===== src/ccr_pkg.sv =====
package ccr_pkg;

  // Register indices; byte address is four times the index
  localparam logic [7:0] CCR_IDX_CHAN0_CONFIG   = 8'h09;
  localparam logic [7:0] CCR_IDX_CH0_OFS_U = 8'h0a;
  localparam logic [7:0] CCR_IDX_CH0_OFS_L = 8'h0b;
  localparam logic [7:0] CCR_IDX_CH0_GN_U  = 8'h0c;
  localparam logic [7:0] CCR_IDX_CH0_GN_L  = 8'h0d;
  localparam logic [7:0] CCR_IDX_CHAN1_CONFIG   = 8'h0e;
  localparam logic [7:0] CCR_IDX_CH1_OFS_U = 8'h0f;
  localparam logic [7:0] CCR_IDX_CH1_OFS_L = 8'h10;
  localparam logic [7:0] CCR_IDX_COMMIT    = 8'h18;

  localparam int CCR_ADDR_W  = 12;
  localparam int CCR_IDX_LSB = 2;

  // Field positions
  localparam int CCR_PHASE_HI = 15;
  localparam int CCR_PHASE_LO = 6;
  localparam int CCR_MUX_HI   = 1;
  localparam int CCR_MUX_LO   = 0;
  localparam int CCR_LOW_HI   = 15;
  localparam int CCR_LOW_LO   = 8;

  // Reset values
  localparam logic [15:0] CCR_RST_ZERO    = 16'h0000;
  localparam logic [15:0] CCR_RST_GAIN_U  = 16'h8000;
  localparam logic [23:0] CCR_RST_GAIN_24 = 24'h80_0000;

  // Writable bit masks; all other bits read zero
  localparam logic [15:0] CCR_MASK_CFG  = 16'hffc3;
  localparam logic [15:0] CCR_MASK_UP   = 16'hffff;
  localparam logic [15:0] CCR_MASK_LOW  = 16'hff00;

  typedef enum logic [1:0] {
    CCR_MUX_PINS,
    CCR_MUX_SHORTED,
    CCR_MUX_DC_DIAG,
    CCR_MUX_AC_DIAG
  } ccr_mux_t;

  typedef struct packed {
    logic [9:0] phase_delay;
    ccr_mux_t   input_select;
  } ccr_chan_cfg_t;

  typedef struct packed {
    logic [23:0] chan0_offset;
    logic [23:0] chan0_gain;
    logic [23:0] chan1_offset;
  } ccr_cal_t;

endpackage


===== src/ccr_apb_slave.sv =====
`timescale 1ns/100ps
module ccr_apb_slave
  import ccr_pkg::*;
(
  input  wire logic                  pclk,       // Bus clock
  input  wire logic                  presetn,    // Async reset, low
  input  wire logic                  psel,       // Select
  input  wire logic                  penable,    // Access phase
  input  wire logic                  pwrite,     // Direction
  input  wire logic [CCR_ADDR_W-1:0] paddr,      // Byte address
  output logic                       wr_stb,     // One-cycle write strobe
  output logic                       rd_stb,     // One-cycle read strobe
  output logic [7:0]                 reg_idx,    // Word index
  output logic                       misaligned  // Address not word aligned
);

  // Zero wait states: every access completes in its first access cycle
  always_comb begin
    wr_stb     = psel && penable && pwrite;
    rd_stb     = psel && penable && !pwrite;
    reg_idx    = 8'(paddr[CCR_ADDR_W-1:CCR_IDX_LSB]);
    misaligned = paddr[CCR_IDX_LSB-1:0] != 2'b00;
  end

endmodule


===== src/ccr_regs.sv =====
`timescale 1ns/100ps
// What this block does
// (RULE_01) Channel 0 config bits 15..6 hold signed phase delay, reset zero.
// (RULE_02) Channel 1 config bits 15..6 hold signed phase delay, reset zero.
// (RULE_03) Channel 0 bits 1..0 pick input: pins, shorted, DC or AC diagnostic.
// (RULE_04) Channel 1 input select same, code 00 uses shared negative pin.
// (RULE_05) Offset upper register holds value bits 23..8 in all 16 bits.
// (RULE_06) Offset lower register holds value bits 7..0 in bits 15..8, reset zero.
// (RULE_07) Gain upper holds bits 23..8 of unsigned gain, reset 8000h, unity.
// (RULE_08) Gain lower holds gain bits 7..0 in bits 15..8, reset zero.
// (RULE_09) Reserved bits are read-only and always read zero.
// (RULE_10) Each 24-bit value updates as one word from both halves.
module ccr_regs
  import ccr_pkg::*;
(
  input  wire logic                  pclk,           // Clock, 40 MHz
  input  wire logic                  presetn,        // Async reset, low
  input  wire logic                  psel,           // APB select
  input  wire logic                  penable,        // APB enable
  input  wire logic                  pwrite,         // APB direction
  input  wire logic [CCR_ADDR_W-1:0] paddr,          // APB byte address
  input  wire logic [31:0]           pwdata,         // APB write data
  input  wire logic [3:0]            pstrb,          // APB byte strobes
  output logic [31:0]                prdata,         // APB read data
  output logic                       pready,         // APB ready
  output logic                       pslverr,        // APB error
  output ccr_chan_cfg_t              chan0_cfg,      // Channel 0 settings
  output ccr_chan_cfg_t              chan1_cfg,      // Channel 1 settings
  output ccr_cal_t                   cal,            // Applied corrections
  output logic                       cal_pending     // Half written, not applied
);

  ////////////////////////////////////////////////////////////////////////////
  logic        wr_stb;
  logic        rd_stb;
  logic [7:0]  reg_idx;
  logic        misaligned;
  logic        hit;
  logic        wr_ok;
  logic [15:0] wdata16;

  logic [15:0] chan0_config_r;
  logic [15:0] ch0_ofs_u_r;
  logic [15:0] ch0_ofs_l_r;
  logic [15:0] ch0_gn_u_r;
  logic [15:0] ch0_gn_l_r;
  logic [15:0] chan1_config_r;
  logic [15:0] ch1_ofs_u_r;
  logic [15:0] ch1_ofs_l_r;
  logic [2:0]  upd_r;
  logic [15:0] rd_nxt;

  ccr_apb_slave u_slave (
    .pclk       (pclk),
    .presetn    (presetn),
    .psel       (psel),
    .penable    (penable),
    .pwrite     (pwrite),
    .paddr      (paddr),
    .wr_stb     (wr_stb),
    .rd_stb     (rd_stb),
    .reg_idx    (reg_idx),
    .misaligned (misaligned)
  );

  ////////////////////////////////////////////////////////////////////////////
  // Address decode, shared by write and read paths
  function automatic logic known_idx(input logic [7:0] idx);
    case (idx)
      CCR_IDX_CHAN0_CONFIG, CCR_IDX_CH0_OFS_U, CCR_IDX_CH0_OFS_L,
      CCR_IDX_CH0_GN_U, CCR_IDX_CH0_GN_L, CCR_IDX_CHAN1_CONFIG,
      CCR_IDX_CH1_OFS_U, CCR_IDX_CH1_OFS_L, CCR_IDX_COMMIT: known_idx = 1'b1;
      default: known_idx = 1'b0;
    endcase
  endfunction

  // Byte-lane merge under a writable mask; reserved bits stay zero
  function automatic logic [15:0] merge(input logic [15:0] old,
                                        input logic [15:0] wd,
                                        input logic [3:0]  strb,
                                        input logic [15:0] mask);
    logic [15:0] v;
    v = old;
    if (strb[0]) begin
      v[7:0] = wd[7:0];
    end
    if (strb[1]) begin
      v[15:8] = wd[15:8];
    end
    merge = v & mask;
  endfunction

  always_comb begin
    // Index bits above the decoded byte must be zero, or far addresses alias registers
    hit     = known_idx(reg_idx) && !misaligned && paddr == (CCR_ADDR_W'(reg_idx) << CCR_IDX_LSB);
    wr_ok   = wr_stb && hit;
    wdata16 = pwdata[15:0];
  end

  ////////////////////////////////////////////////////////////////////////////
  // Configuration registers
  always_ff @(posedge pclk or negedge presetn) begin
    if (!presetn) begin
      chan0_config_r <= CCR_RST_ZERO;
    end else if (wr_ok && reg_idx == CCR_IDX_CHAN0_CONFIG) begin
      chan0_config_r <= merge(chan0_config_r, wdata16, pstrb, CCR_MASK_CFG); // see (RULE_01) (RULE_09)
    end
  end

  always_ff @(posedge pclk or negedge presetn) begin
    if (!presetn) begin
      chan1_config_r <= CCR_RST_ZERO;
    end else if (wr_ok && reg_idx == CCR_IDX_CHAN1_CONFIG) begin
      chan1_config_r <= merge(chan1_config_r, wdata16, pstrb, CCR_MASK_CFG); // see (RULE_02) (RULE_09)
    end
  end

  ////////////////////////////////////////////////////////////////////////////
  // Calibration halves, staged until paired or committed
  always_ff @(posedge pclk or negedge presetn) begin
    if (!presetn) begin
      ch0_ofs_u_r <= CCR_RST_ZERO;
      ch0_ofs_l_r <= CCR_RST_ZERO;
    end else if (wr_ok) begin
      if (reg_idx == CCR_IDX_CH0_OFS_U) begin
        ch0_ofs_u_r <= merge(ch0_ofs_u_r, wdata16, pstrb, CCR_MASK_UP); // see (RULE_05)
      end
      if (reg_idx == CCR_IDX_CH0_OFS_L) begin
        ch0_ofs_l_r <= merge(ch0_ofs_l_r, wdata16, pstrb, CCR_MASK_LOW); // see (RULE_06)
      end
    end
  end

  always_ff @(posedge pclk or negedge presetn) begin
    if (!presetn) begin
      ch0_gn_u_r <= CCR_RST_GAIN_U; // see (RULE_07)
      ch0_gn_l_r <= CCR_RST_ZERO;   // see (RULE_08)
    end else if (wr_ok) begin
      if (reg_idx == CCR_IDX_CH0_GN_U) begin
        ch0_gn_u_r <= merge(ch0_gn_u_r, wdata16, pstrb, CCR_MASK_UP); // see (RULE_07)
      end
      if (reg_idx == CCR_IDX_CH0_GN_L) begin
        ch0_gn_l_r <= merge(ch0_gn_l_r, wdata16, pstrb, CCR_MASK_LOW); // see (RULE_08)
      end
    end
  end

  always_ff @(posedge pclk or negedge presetn) begin
    if (!presetn) begin
      ch1_ofs_u_r <= CCR_RST_ZERO;
      ch1_ofs_l_r <= CCR_RST_ZERO;
    end else if (wr_ok) begin
      if (reg_idx == CCR_IDX_CH1_OFS_U) begin
        ch1_ofs_u_r <= merge(ch1_ofs_u_r, wdata16, pstrb, CCR_MASK_UP); // see (RULE_05)
      end
      if (reg_idx == CCR_IDX_CH1_OFS_L) begin
        ch1_ofs_l_r <= merge(ch1_ofs_l_r, wdata16, pstrb, CCR_MASK_LOW); // see (RULE_06)
      end
    end
  end

  ////////////////////////////////////////////////////////////////////////////
  // Pairing: a value is applied only once both of its halves have been
  // written since its last update, so the datapath never sees a mix of a
  // new upper half and an old lower half. Writing the commit register
  // forces all staged values out, for software that changes one half only.
  // Bit 0 chan0 offset, bit 1 chan0 gain, bit 2 chan1 offset.
  logic [2:0] up_seen_r;
  logic [2:0] lo_seen_r;
  logic [2:0] up_wr;
  logic [2:0] lo_wr;
  logic       commit_wr;

  always_comb begin
    up_wr[0]  = wr_ok && reg_idx == CCR_IDX_CH0_OFS_U;
    up_wr[1]  = wr_ok && reg_idx == CCR_IDX_CH0_GN_U;
    up_wr[2]  = wr_ok && reg_idx == CCR_IDX_CH1_OFS_U;
    lo_wr[0]  = wr_ok && reg_idx == CCR_IDX_CH0_OFS_L;
    lo_wr[1]  = wr_ok && reg_idx == CCR_IDX_CH0_GN_L;
    lo_wr[2]  = wr_ok && reg_idx == CCR_IDX_CH1_OFS_L;
    commit_wr = wr_ok && reg_idx == CCR_IDX_COMMIT;
  end

  always_ff @(posedge pclk or negedge presetn) begin
    if (!presetn) begin
      up_seen_r <= 3'b000;
      lo_seen_r <= 3'b000;
      upd_r     <= 3'b000;
    end else begin
      for (int i = 0; i < 3; i++) begin
        if (commit_wr || ((up_seen_r[i] || up_wr[i]) && (lo_seen_r[i] || lo_wr[i]))) begin
          up_seen_r[i] <= 1'b0; // see (RULE_10)
          lo_seen_r[i] <= 1'b0;
          upd_r[i]     <= 1'b1;
        end else begin
          up_seen_r[i] <= up_seen_r[i] || up_wr[i];
          lo_seen_r[i] <= lo_seen_r[i] || lo_wr[i];
          upd_r[i]     <= 1'b0;
        end
      end
    end
  end

  // Transfer lags the completing write by one cycle so the staged halves are settled
  always_ff @(posedge pclk or negedge presetn) begin
    if (!presetn) begin
      cal.chan0_offset <= {CCR_RST_ZERO, CCR_RST_ZERO[7:0]};
      cal.chan0_gain   <= CCR_RST_GAIN_24; // see (RULE_07)
      cal.chan1_offset <= {CCR_RST_ZERO, CCR_RST_ZERO[7:0]};
    end else begin
      if (upd_r[0]) begin
        cal.chan0_offset <= {ch0_ofs_u_r, ch0_ofs_l_r[CCR_LOW_HI:CCR_LOW_LO]}; // see (RULE_10)
      end
      if (upd_r[1]) begin
        cal.chan0_gain <= {ch0_gn_u_r, ch0_gn_l_r[CCR_LOW_HI:CCR_LOW_LO]}; // see (RULE_10)
      end
      if (upd_r[2]) begin
        cal.chan1_offset <= {ch1_ofs_u_r, ch1_ofs_l_r[CCR_LOW_HI:CCR_LOW_LO]}; // see (RULE_10)
      end
    end
  end

  always_ff @(posedge pclk or negedge presetn) begin
    if (!presetn) begin
      cal_pending <= 1'b0;
    end else begin
      cal_pending <= |(up_seen_r | lo_seen_r);
    end
  end

  ////////////////////////////////////////////////////////////////////////////
  // Channel settings out to the converter
  always_ff @(posedge pclk or negedge presetn) begin
    if (!presetn) begin
      chan0_cfg <= '0;
      chan1_cfg <= '0;
    end else begin
      chan0_cfg.phase_delay  <= chan0_config_r[CCR_PHASE_HI:CCR_PHASE_LO]; // see (RULE_01)
      chan0_cfg.input_select <= ccr_mux_t'(chan0_config_r[CCR_MUX_HI:CCR_MUX_LO]); // see (RULE_03)
      chan1_cfg.phase_delay  <= chan1_config_r[CCR_PHASE_HI:CCR_PHASE_LO]; // see (RULE_02)
      // Code zero here means own positive pin against the shared negative pin
      chan1_cfg.input_select <= ccr_mux_t'(chan1_config_r[CCR_MUX_HI:CCR_MUX_LO]); // see (RULE_04)
    end
  end

  ////////////////////////////////////////////////////////////////////////////
  // Read path
  always_comb begin
    case (reg_idx)
      CCR_IDX_CHAN0_CONFIG:   rd_nxt = chan0_config_r & CCR_MASK_CFG; // see (RULE_09)
      CCR_IDX_CH0_OFS_U: rd_nxt = ch0_ofs_u_r;
      CCR_IDX_CH0_OFS_L: rd_nxt = ch0_ofs_l_r & CCR_MASK_LOW; // see (RULE_09)
      CCR_IDX_CH0_GN_U:  rd_nxt = ch0_gn_u_r;
      CCR_IDX_CH0_GN_L:  rd_nxt = ch0_gn_l_r & CCR_MASK_LOW;
      CCR_IDX_CHAN1_CONFIG:   rd_nxt = chan1_config_r & CCR_MASK_CFG;
      CCR_IDX_CH1_OFS_U: rd_nxt = ch1_ofs_u_r;
      CCR_IDX_CH1_OFS_L: rd_nxt = ch1_ofs_l_r & CCR_MASK_LOW;
      CCR_IDX_COMMIT:    rd_nxt = {13'h0000, up_seen_r | lo_seen_r};
      default:           rd_nxt = CCR_RST_ZERO;
    endcase
  end

  // Outputs registered: answer shows in the cycle after setup, ready for one cycle
  always_ff @(posedge pclk or negedge presetn) begin
    if (!presetn) begin
      prdata  <= 32'h0000_0000;
      pready  <= 1'b0;
      pslverr <= 1'b0;
    end else begin
      pready  <= psel && !penable;
      pslverr <= psel && !penable && !hit;
      if (psel && !penable && !pwrite && hit) begin
        prdata <= {16'h0000, rd_nxt};
      end else begin
        prdata <= 32'h0000_0000;
      end
    end
  end

  // Read strobe from the slave is unused; the write strobe feeds wr_ok without gating by ready
  logic unused_rd;
  always_comb begin
    unused_rd = rd_stb;
  end

endmodule


===== config.mk =====
export PLATFORM = sky130hd
export DESIGN_NAME = ccr_regs
export DESIGN_NICKNAME = d
export VERILOG_FILES = /design/src/ccr_pkg.sv /design/src/ccr_apb_slave.sv /design/src/ccr_regs.sv
export SDC_FILE = /design/constraint.sdc
export NUM_CORES = 1
export LEC_CHECK = 0
export BUFFER_PORTS_ARGS = -buffer_cell sky130_fd_sc_hd__buf_2
export CORE_MARGIN = 2
export CORE_UTILIZATION = 59
export DETAILED_ROUTE_END_ITERATION = 16
export PLACE_DENSITY = 0.85
export SLEW_MARGIN = 20
export SYNTH_ARGS = -nofsm -noshare
export SYNTH_HDL_FRONTEND = slang
export SYNTH_SLANG_ARGS = --single-unit

===== constraint.sdc =====
create_clock -name pclk -period 2.64 [get_ports pclk]
set_input_delay 0.396 -clock pclk [delete_from_list [all_inputs] [get_ports pclk]]
set_output_delay 0.396 -clock pclk [all_outputs]
set_load 0.005 [all_outputs]

==> reports/qor.txt, run 1 <==
Finished Cell Area: 10970 um2
Vias per cell: 6.062
Worst Setup End Kind: register
CP peak stage delay: 450 ps
CTS HTree Levels: 1
Post-Route Skew: 9.136 ps
Post-synth top area share: 60.15%
Netlist cell types: 50
Final Max Slew Viols: 0
Fin Hold WS: 183.6 ps
Sw Share: 21.63%
Asr flop ratio synth: 100.0%
Register area share after synthesis: 60.73%
All-Layer GR Usage: 29.27%
Most common cell after layout, fill and taps aside: dfrtp_1
CTS tree: built
Max_cap viols: 0
Number of top-level pins: 184
DIE WIDTH: 128.0 um
Setup TNS: 0 ps
FF-to-FF path depth: 2
CTS Buf Count: 23
Die ar.: 16380 um2
Critical Path AT: 2320 ps
DRC: 0
Synthesized area: 9070 um2
Max frequency: 514.1 MHz
CTS resizes: 0
Slew @ Worst Pin: 724.7 ps
Synth Flop Type: dfrtp_1
Slowest stage cell, crit path: nor3_2
Number of synthesis warnings: 0
FF-to-FF Start: upd_r[1]$_DFF_PN0_
Relative max-transition margin: 51.32%
Number of global-route vias before repair: 6366
Critical Path Start Type: input port
Worst-Skew Late Latency: 500 ps
Clk pwr share: 46.5%
Hold-critical path depth: 2
Placed Area: 10220 um2
Comb power frac: 3.7%
CP cell instances: buf_2 > nor3_2 > nand3_1 > nor3_2 > buf_4 > mux2_2
Pin count of the biggest net entering global routing: 81
EDFF count, synth: 0
Most frequent CP cell: nor3_2
DR vias: 6189
Worst-case clock buffer depth: 3
Area Overhead vs Synth: 20.98%
Delay-heaviest family, CP: simple AND/OR/NAND/NOR gates
Syn avg cell area: 14.19 um2
Post-Synthesis Cells: 639
R2r endpoint: cal[36]$_DFFE_PN0P_
Pre-antenna DRT Iters: 6
HP Start: pwdata[3]
Flops & latches, synth: 220
Antenna-violating nets left: 0
Starting Density: 60.11%
Leakage: 5.901 nW
Unrepaired setup endpoints after global routing: no
Final Hold Vio Count: 0
Final setup vio count: 0
Port Buffers: 149
Final setup margin: 694.7 ps
Crit Path Category: input port to register
Tmin final: 1945 ps
WL/cell: 23.22 um
Layout Nets: 871
Commonest cells after routing, fill and taps aside: dfrtp_1, mux2_2, buf_2
Hold Crit Class: input port to register
Global route overflow: 0
Largest cells by area after synthesis: dfrtp_1, mux2_2, mux2i_1
Clock-pin slew on the worst setup and hold paths: 60 ps
First-pass GRT wire length: 36270 um
P per Cell Area: 617.2 nW/um2
WHS Endpoint: ch0_gn_u_r[3]$_DFFE_PN0P_
CP Buf/Inv Count: 2
Total core area: 15090 um2
HPWL after DPL: 16170 um
NetSw: 1.465 mW
Root Driver: clkbuf_16
Routability cong.: 0.9505
ANT cells: 0
Starting DRT DRC Count: 609
VDD IR-drop max: 0.4421 mV
Drt total wl: 23700 um
Row count: 45
Die height: 128.0 um
Int Power: 5.308 mW
CP max FO: 6
Sequential Power Share: 49.8%
R2R Setup Slk: 1000 ps
Initial antenna violation count: 0
Dominant cell type by area after synthesis: dfrtp_1
CP required: 3010 ps
DP Worst Slack: 241.8 ps
Status: finished clean
Final period util: 73.69%
Layout cells sized above 1: 48.50%
TritonCTS sink count: 220
[worst register-to-register path: cells and delay by family, from the launching register on]
family | cells | cell delay (ps)
buf+inv | 1 | 410
mux | 1 | 390
flops | 1 | 730
[metal layers]
metal,vias up,track usage (%),wire length (um)
met5,-,0,0
met4,0,11.18,795
met3,62,4.174,1856
met2,310,48.16,11650
met1,3150,40.16,9397
li1,2667,-,-
[logic make-up (layout without fill, tap and decap cells)]
logic type / count (synthesis) / after routing / share of synthesized area [%]
AND/OR/NAND/NOR: 112 / 112 / 7.822
flip-flops: 220 / 220 / 60.73
multiplexers: 190 / 190 / 23.64
other: 1 / 16 / 0.04135
buffers and inverters: 47 / 226 / 2.635
AO/OA/AOI/OAI: 69 / 69 / 5.132
[metrics by stage]
step | total power [mW] | std cells | utilization, %
after floorplan | 3.533 | 654 | -
after global placement | 3.671 | 980 | 67.72
after detailed placement | 3.680 | 980 | 67.72
after CTS | 6.798 | 1021 | 72.72
after global routing | 6.970 | 1021 | 72.72
final | 6.773 | 1021 | 72.72
[worst max path at each step]
stage                  start                           to  slack [ps]  depth (start not counted)
global placement    paddr[1]   ch0_ofs_u_r[6]$_DFFE_PN0P_         340                          6
global route        paddr[7]  ch1_ofs_u_r[11]$_DFFE_PN0P_         660                          6
CTS                 paddr[1]   ch0_gn_u_r[11]$_DFFE_PN0P_         750                          5
floorplan           paddr[1]   ch0_ofs_u_r[0]$_DFFE_PN0P_         540                          4
finish              paddr[7]  ch1_ofs_u_r[11]$_DFFE_PN0P_         690                          6
detailed placement  paddr[1]    ch0_gn_u_r[9]$_DFFE_PN0P_         240                          5
[flip-flops by register name, summed over array words and instances, names as in the netlist, 8 cells and up]
| register | cells |
|---|---|
| ch1_ofs_l_r | 8 |
| chan0_config_r | 12 |
| ch0_gn_u_r | 16 |
| chan1_config_r | 12 |
| ch1_ofs_u_r | 16 |
| chan1_cfg | 12 |
| prdata | 16 |
| chan0_cfg | 12 |
| ch0_ofs_u_r | 16 |
| cal | 72 |
| ch0_ofs_l_r | 8 |
| ch0_gn_l_r | 8 |
[area by class of cell]
class,instances,area (um2)
fillers,951,4116
clock buffers,31,665.6
repair buffers,185,1102
well taps,188,235.2
flip-flops and latches,220,5508
inverters,1,3.754
clock inverters,9,78.83
multi-input cells,387,3379
[power groups by stage]
stage                     clock, mW  combinational (mW)  sequential [mW]
after global routing           3.32               0.274             3.37
after detailed placement          0               0.243             3.44
final                          3.15               0.247             3.37
after floorplan                   0              0.0952             3.44
after global placement            0               0.235             3.44
after CTS                      3.18               0.247             3.37
[cells in the mapped netlist, drive strengths merged (5+ instances only)]
master  instances
and3            5
a31oi          15
clkbuf         25
nand2          16
buf            21
a21oi          14
nand2b          6
o21ai          13
nor4            8
and3b           6
mux2i          17
nor2           20
mux2          171
nor3            9
nor2b           6
dfrtp         218
nand3          14
[repair_timing]
item	CTS	global route
hold buffers	1	0
setup buffers	0	0
endpoints found under the hold margin	76	0
Power figures use the tool's default switching activity.
==> inputs of run 2 (changes only) <==
--- a/config.mk
+++ b/config.mk
@@ -5,11 +5,12 @@
 export SDC_FILE = /design/constraint.sdc
 export NUM_CORES = 1
 export LEC_CHECK = 0
+export ABC_AREA = 1
 export BUFFER_PORTS_ARGS = -buffer_cell sky130_fd_sc_hd__buf_2
 export CORE_MARGIN = 2
-export CORE_UTILIZATION = 59
+export CORE_UTILIZATION = 55
 export DETAILED_ROUTE_END_ITERATION = 16
-export PLACE_DENSITY = 0.85
+export PLACE_DENSITY = 0.8
 export SLEW_MARGIN = 20
 export SYNTH_ARGS = -nofsm -noshare
 export SYNTH_HDL_FRONTEND = slang
==> constraint.sdc (replaced) <==
create_clock -name pclk -period 1.96 [get_ports pclk]
set_input_delay 0.294 -clock pclk [delete_from_list [all_inputs] [get_ports pclk]]
set_output_delay 0.294 -clock pclk [all_outputs]
set_load 0.005 [all_outputs]
==> reports/qor.txt, run 2 <==
VDD IR-drop max: 0.7466 mV
FF-to-FF path depth: 2
Final Max Slew Viols: 0
Critical Path Start Type: input port
Hold buffers post-CTS: 2
Slew @ Worst Pin: 557.7 ps
Relative max-transition margin: 62.68%
Final period util: 94.21%
First-pass GRT wire length: 38740 um
Die height: 134.5 um
Post-Synthesis Cells: 996
CP required: 2350 ps
HPWL after DPL: 17350 um
Flops & latches, synth: 220
Post-Route Skew: 10.46 ps
Fin Hold WS: 49.26 ps
FF-to-FF Start: upd_r[2]$_DFF_PN0_
Layout Nets: 1226
CP endpoint: ch0_gn_l_r[14]$_DFFE_PN0P_
Pre-antenna DRT Iters: 6
Max frequency: 541.6 MHz
All-Layer GR Usage: 27.33%
Finished Cell Area: 11250 um2
CTS tree: built
Layout cells sized above 1: 26.60%
CP max FO: 14
Crit Path Category: input port to register
Clock-pin slew on the worst setup and hold paths: 60 ps
Routability cong.: 0.9163
Critical Path AT: 2240 ps
Status: finished clean
Worst-case clock buffer depth: 3
Setup TNS: 0 ps
Area occupied by multi-input gates: 3385 um2
P per Cell Area: 801.4 nW/um2
Final Hold Vio Count: 0
CTS resizes: 0
CTS HTree Levels: 1
Unrepaired setup endpoints after global routing: no
WL/cell: 17.39 um
Syn avg cell area: 9.409 um2
Drt total wl: 24520 um
Number of global-route vias before repair: 7557
TritonCTS sink count: 220
Placed Area: 10520 um2
Most common cell after layout, fill and taps aside: nand2_1
FF/Latch Area: 5508 um2
Post-synth top area share: 58.21%
R2r endpoint: cal[23]$_DFFE_PN0P_
Max_cap viols: 0
R2R Setup Slk: 810 ps
Post-layout util: 67.61%
Setup Buffers After CTS: 0
Most flops, register: cal
Number of synthesis warnings: 0
Asr flop ratio synth: 100.0%
CP Launch Point: penable
Hold Crit Class: input port to register
DRC: 0
Netlist cell types: 27
Dominant cell type by area after synthesis: dfrtp_1
Register area share after synthesis: 58.77%
Synthesized area: 9371 um2
EDFF count, synth: 0
Synth Flop Type: dfrtp_1
Worst-Skew Late Latency: 500 ps
Pin count of the biggest net entering global routing: 55
Count leader, synth: nand2_1
Hold-critical path depth: 3
HP Start: psel
Max FFs per register: 72
Initial antenna violation count: 2
Starting Density: 56.31%
Final setup vio count: 0
Synth top cells by count: nand2_1, dfrtp_1, nand3_1
Leakage: 6.470 nW
Number of fill cells: 1266
DIE WIDTH: 134.5 um
CTS Buf Count: 22
Antenna-violating nets left: 0
Global route overflow: 0
Worst Setup End Kind: register
Commonest cells after routing, fill and taps aside: nand2_1, dfrtp_1, buf_2
DR vias: 7719
Area Overhead vs Synth: 20.07%
Die ar.: 18100 um2
Total core area: 16640 um2
Starting DRT DRC Count: 708
Port Buffers: 149
Tmin final: 1846 ps
Row count: 47
Largest cells by area after synthesis: dfrtp_1, nand2_1, mux2_2
Root Driver: clkbuf_16
Vias per cell: 5.474
Number of top-level pins: 184
## run 2: metrics by stage
stage / cells / total power [mW] / setup slack, ps
after floorplan: 1011 / 4.755 / 376.8
after global placement: 1367 / 4.929 / -34.70
after detailed placement: 1367 / 4.934 / -97.00
after CTS: 1408 / 9.075 / 150.2
after global routing: 1410 / 9.279 / 32.51
final: 1410 / 9.017 / 113.5
## run 2: where the power goes
group | internal (mW) | total, mW | switching, mW
combinational | 0.0738 | 0.316 | 0.242
clock | 2.45 | 4.16 | 1.70
sequential | 4.54 | 4.54 | 0.000959
total | 7.07 | 9.02 | 1.95
## run 2: worst min-delay path by stage
stage | end | slack, ps
after global placement | cal[4]$_DFFE_PN0P_ | 260
after detailed placement | cal[4]$_DFFE_PN0P_ | 260
after floorplan | cal[0]$_DFFE_PN0P_ | -2
after global routing | pslverr$_DFF_PN0_ | 50
final | pready$_DFF_PN0_ | 50
after CTS | pready$_DFF_PN0_ | 40
## run 2: area by class of cell
class | count | area share [%]
repair buffers | 198 | 10.35
inverters | 55 | 1.835
diodes | 2 | 0.04448
multi-input cells | 676 | 30.08
well taps | 220 | 2.446
clock buffers | 31 | 5.471
clock inverters | 8 | 0.8229
flip-flops and latches | 220 | 48.95
## run 2: critical path, cell delays in order
cell	delay, ps
dlygate4sd3_1	520
buf_2	120
nand2_1	70
nor2_2	160
nand4_4	200
inv_2	310
nand3_1	350
nand2_1	150
nand2_1	70
## run 2: routing by layer
| layer | global-route usage [%] | share of wire [%] |
|---|---|---|
| met1 | 35.66 | 40 |
| met2 | 45.63 | 49 |
| met3 | 4.279 | 7.5 |
| met4 | 12.16 | 4.2 |
| met5 | 0 | 0 |
## run 2: kinds of logic after synthesis
logic type	share of synthesized area, %
AOI/OAI and AO/OA	1.282
buffers and inverters	5.714
and+or+nand+nor	26.50
muxes	7.690
other	0.04001
DFF	58.77
==> inputs of run 3 (changes only) <==
--- a/config.mk
+++ b/config.mk
@@ -5,7 +5,6 @@
 export SDC_FILE = /design/constraint.sdc
 export NUM_CORES = 1
 export LEC_CHECK = 0
-export ABC_AREA = 1
 export BUFFER_PORTS_ARGS = -buffer_cell sky130_fd_sc_hd__buf_2
 export CORE_MARGIN = 2
 export CORE_UTILIZATION = 55
==> reports/qor.txt, run 3 (synthesis results as in run 1) <==
First-pass GRT wire length: 37020 um
Die height: 132.4 um
Pin count of the biggest net entering global routing: 65
FF-to-FF path depth: 4
R2R Setup Slk: 450 ps
Slew @ Worst Pin: 770.9 ps
Final Hold Vio Count: 0
VDD IR-drop max: 0.5673 mV
Crit Path Category: input port to register
CP Launch Point: paddr[1]
Status: finished clean
Critical Path Start Type: input port
Starting Density: 56.69%
Root Driver: clkbuf_16
Leakage: 6.087 nW
Global route overflow: 0
Final period util: 94.25%
CP required: 2330 ps
Number of global-route vias before repair: 6567
Hold buffers post-CTS: 1
Unrepaired setup endpoints after global routing: no
HPWL after DPL: 16790 um
Worst Setup End Kind: register
TritonCTS sink count: 220
DRC: 0
DIE WIDTH: 132.4 um
Area Overhead vs Synth: 24.35%
Antenna-violating nets left: 0
Post-Route Skew: 7.863 ps
Relative max-transition margin: 48.22%
Die ar.: 17530 um2
All-Layer GR Usage: 27.02%
CP peak stage delay: 690 ps
Vias per cell: 5.810
Setup TNS: 0 ps
CP Buf/Inv Count: 2
ANT cells: 0
CP cell instances: buf_2 > nor4_1 > buf_4 > nand3_1 > nor4_4 > mux2_2
Finished Cell Area: 11280 um2
Max FFs per register: 72
CP max FO: 8
Total core area: 16000 um2
WL/cell: 21.62 um
Placed Area: 10560 um2
Clock-pin slew on the worst setup and hold paths: 60 ps
Delay-heaviest family, CP: simple AND/OR/NAND/NOR gates
Highest routed layer: met4
Drt total wl: 23580 um
DR vias: 6339
Initial antenna violation count: 0
Non-Filler Instances: 1091
Commonest cells after routing, fill and taps aside: dfrtp_1, mux2_2, buf_2
Max frequency: 541.3 MHz
Hold-critical path depth: 2
HP Start: pwdata[5]
CTS resizes: 0
FF-to-FF Start: ch1_ofs_u_r[8]$_DFFE_PN0P_
Wire length on met3: 1778 um
Starting DRT DRC Count: 504
Port Buffers: 149
Metal2 WL: 11610 um
Tmin final: 1847 ps
Met1 Wirelength: 9626 um
DP Cell Count: 1050
Number of top-level pins: 184
CTS HTree Levels: 1
Critical Path AT: 2220 ps
Layout Nets: 912
Pre-antenna DRT Iters: 5
WHS Endpoint: ch0_gn_u_r[5]$_DFFE_PN0P_
Worst-case clock buffer depth: 3
Final Max Slew Viols: 0
Most common cell after layout, fill and taps aside: dfrtp_1
Max_cap viols: 0
Routability cong.: 0.9762
R2r endpoint: prdata[8]$_DFF_PN0_
Most flops, register: cal
CTS Buf Count: 22
Layout cells sized above 1: 50.63%
Worst-Skew Late Latency: 500 ps
CTS tree: built
Setup Buffers After CTS: 0
Slowest stage cell, crit path: nor4_4
Hold Crit Class: input port to register
Final setup vio count: 0
Row count: 46
P per Cell Area: 795.5 nW/um2
## run 3: per-stage QoR
step | utilization (%) | power [mW] | hold slack (ps) | worst slack [ps]
global route | 70.49 | 9.260 | 70.04 | 89.61
global placement | 65.99 | 4.989 | 324.9 | -331.8
floorplan | - | 4.759 | -1.591 | 0.5089
detailed placement | 65.99 | 4.999 | 333.4 | -325.9
CTS | 70.49 | 9.016 | 55.83 | 158.7
finish | 70.49 | 8.972 | 82.24 | 112.8
## run 3: metal layers
metal  global-route usage (%)  up-vias
met5                        0        -
met4                    8.542        0
met3                    5.134       43
met2                    44.33      310
met1                    36.86     3227
li1                         -     2759
## run 3: layout make-up
cell class / count / area, um2
Clock inverter: 5 / 28.78
Clock buffer: 35 / 680.7
Sequential cell: 220 / 5508
Multi-Input combinational cell: 387 / 3382
Inverter: 1 / 3.754
Fill cell: 1110 / 4722
Timing Repair Buffer: 227 / 1405
Tap cell: 216 / 270.3
## run 3: how the worst max path moves through the flow
| stage | to | slack, ps | depth (start not counted) |
|---|---|---|---|
| final | ch1_ofs_u_r[0]$_DFFE_PN0P_ | 110 | 6 |
| after global routing | chan1_config_r[6]$_DFFE_PN0P_ | 90 | 6 |
| after CTS | ch1_ofs_u_r[0]$_DFFE_PN0P_ | 160 | 5 |
| after detailed placement | ch1_ofs_u_r[3]$_DFFE_PN0P_ | -330 | 5 |
| after global placement | ch1_ofs_u_r[7]$_DFFE_PN0P_ | -330 | 6 |
| after floorplan | ch0_ofs_u_r[0]$_DFFE_PN0P_ | 0.5 | 4 |
## run 3: report_power, final
part	switching, mW	internal [mW]
sequential	0.00123	4.54
combinational	0.247	0.126
clock	1.67	2.38
total	1.92	7.05
## run 3: worst register-to-register path, delay by kind of cell, from the launching register on
family	cells	cell delay, ps
mux	1	480
compound gates	2	410
flops	1	400
simple gates	1	90
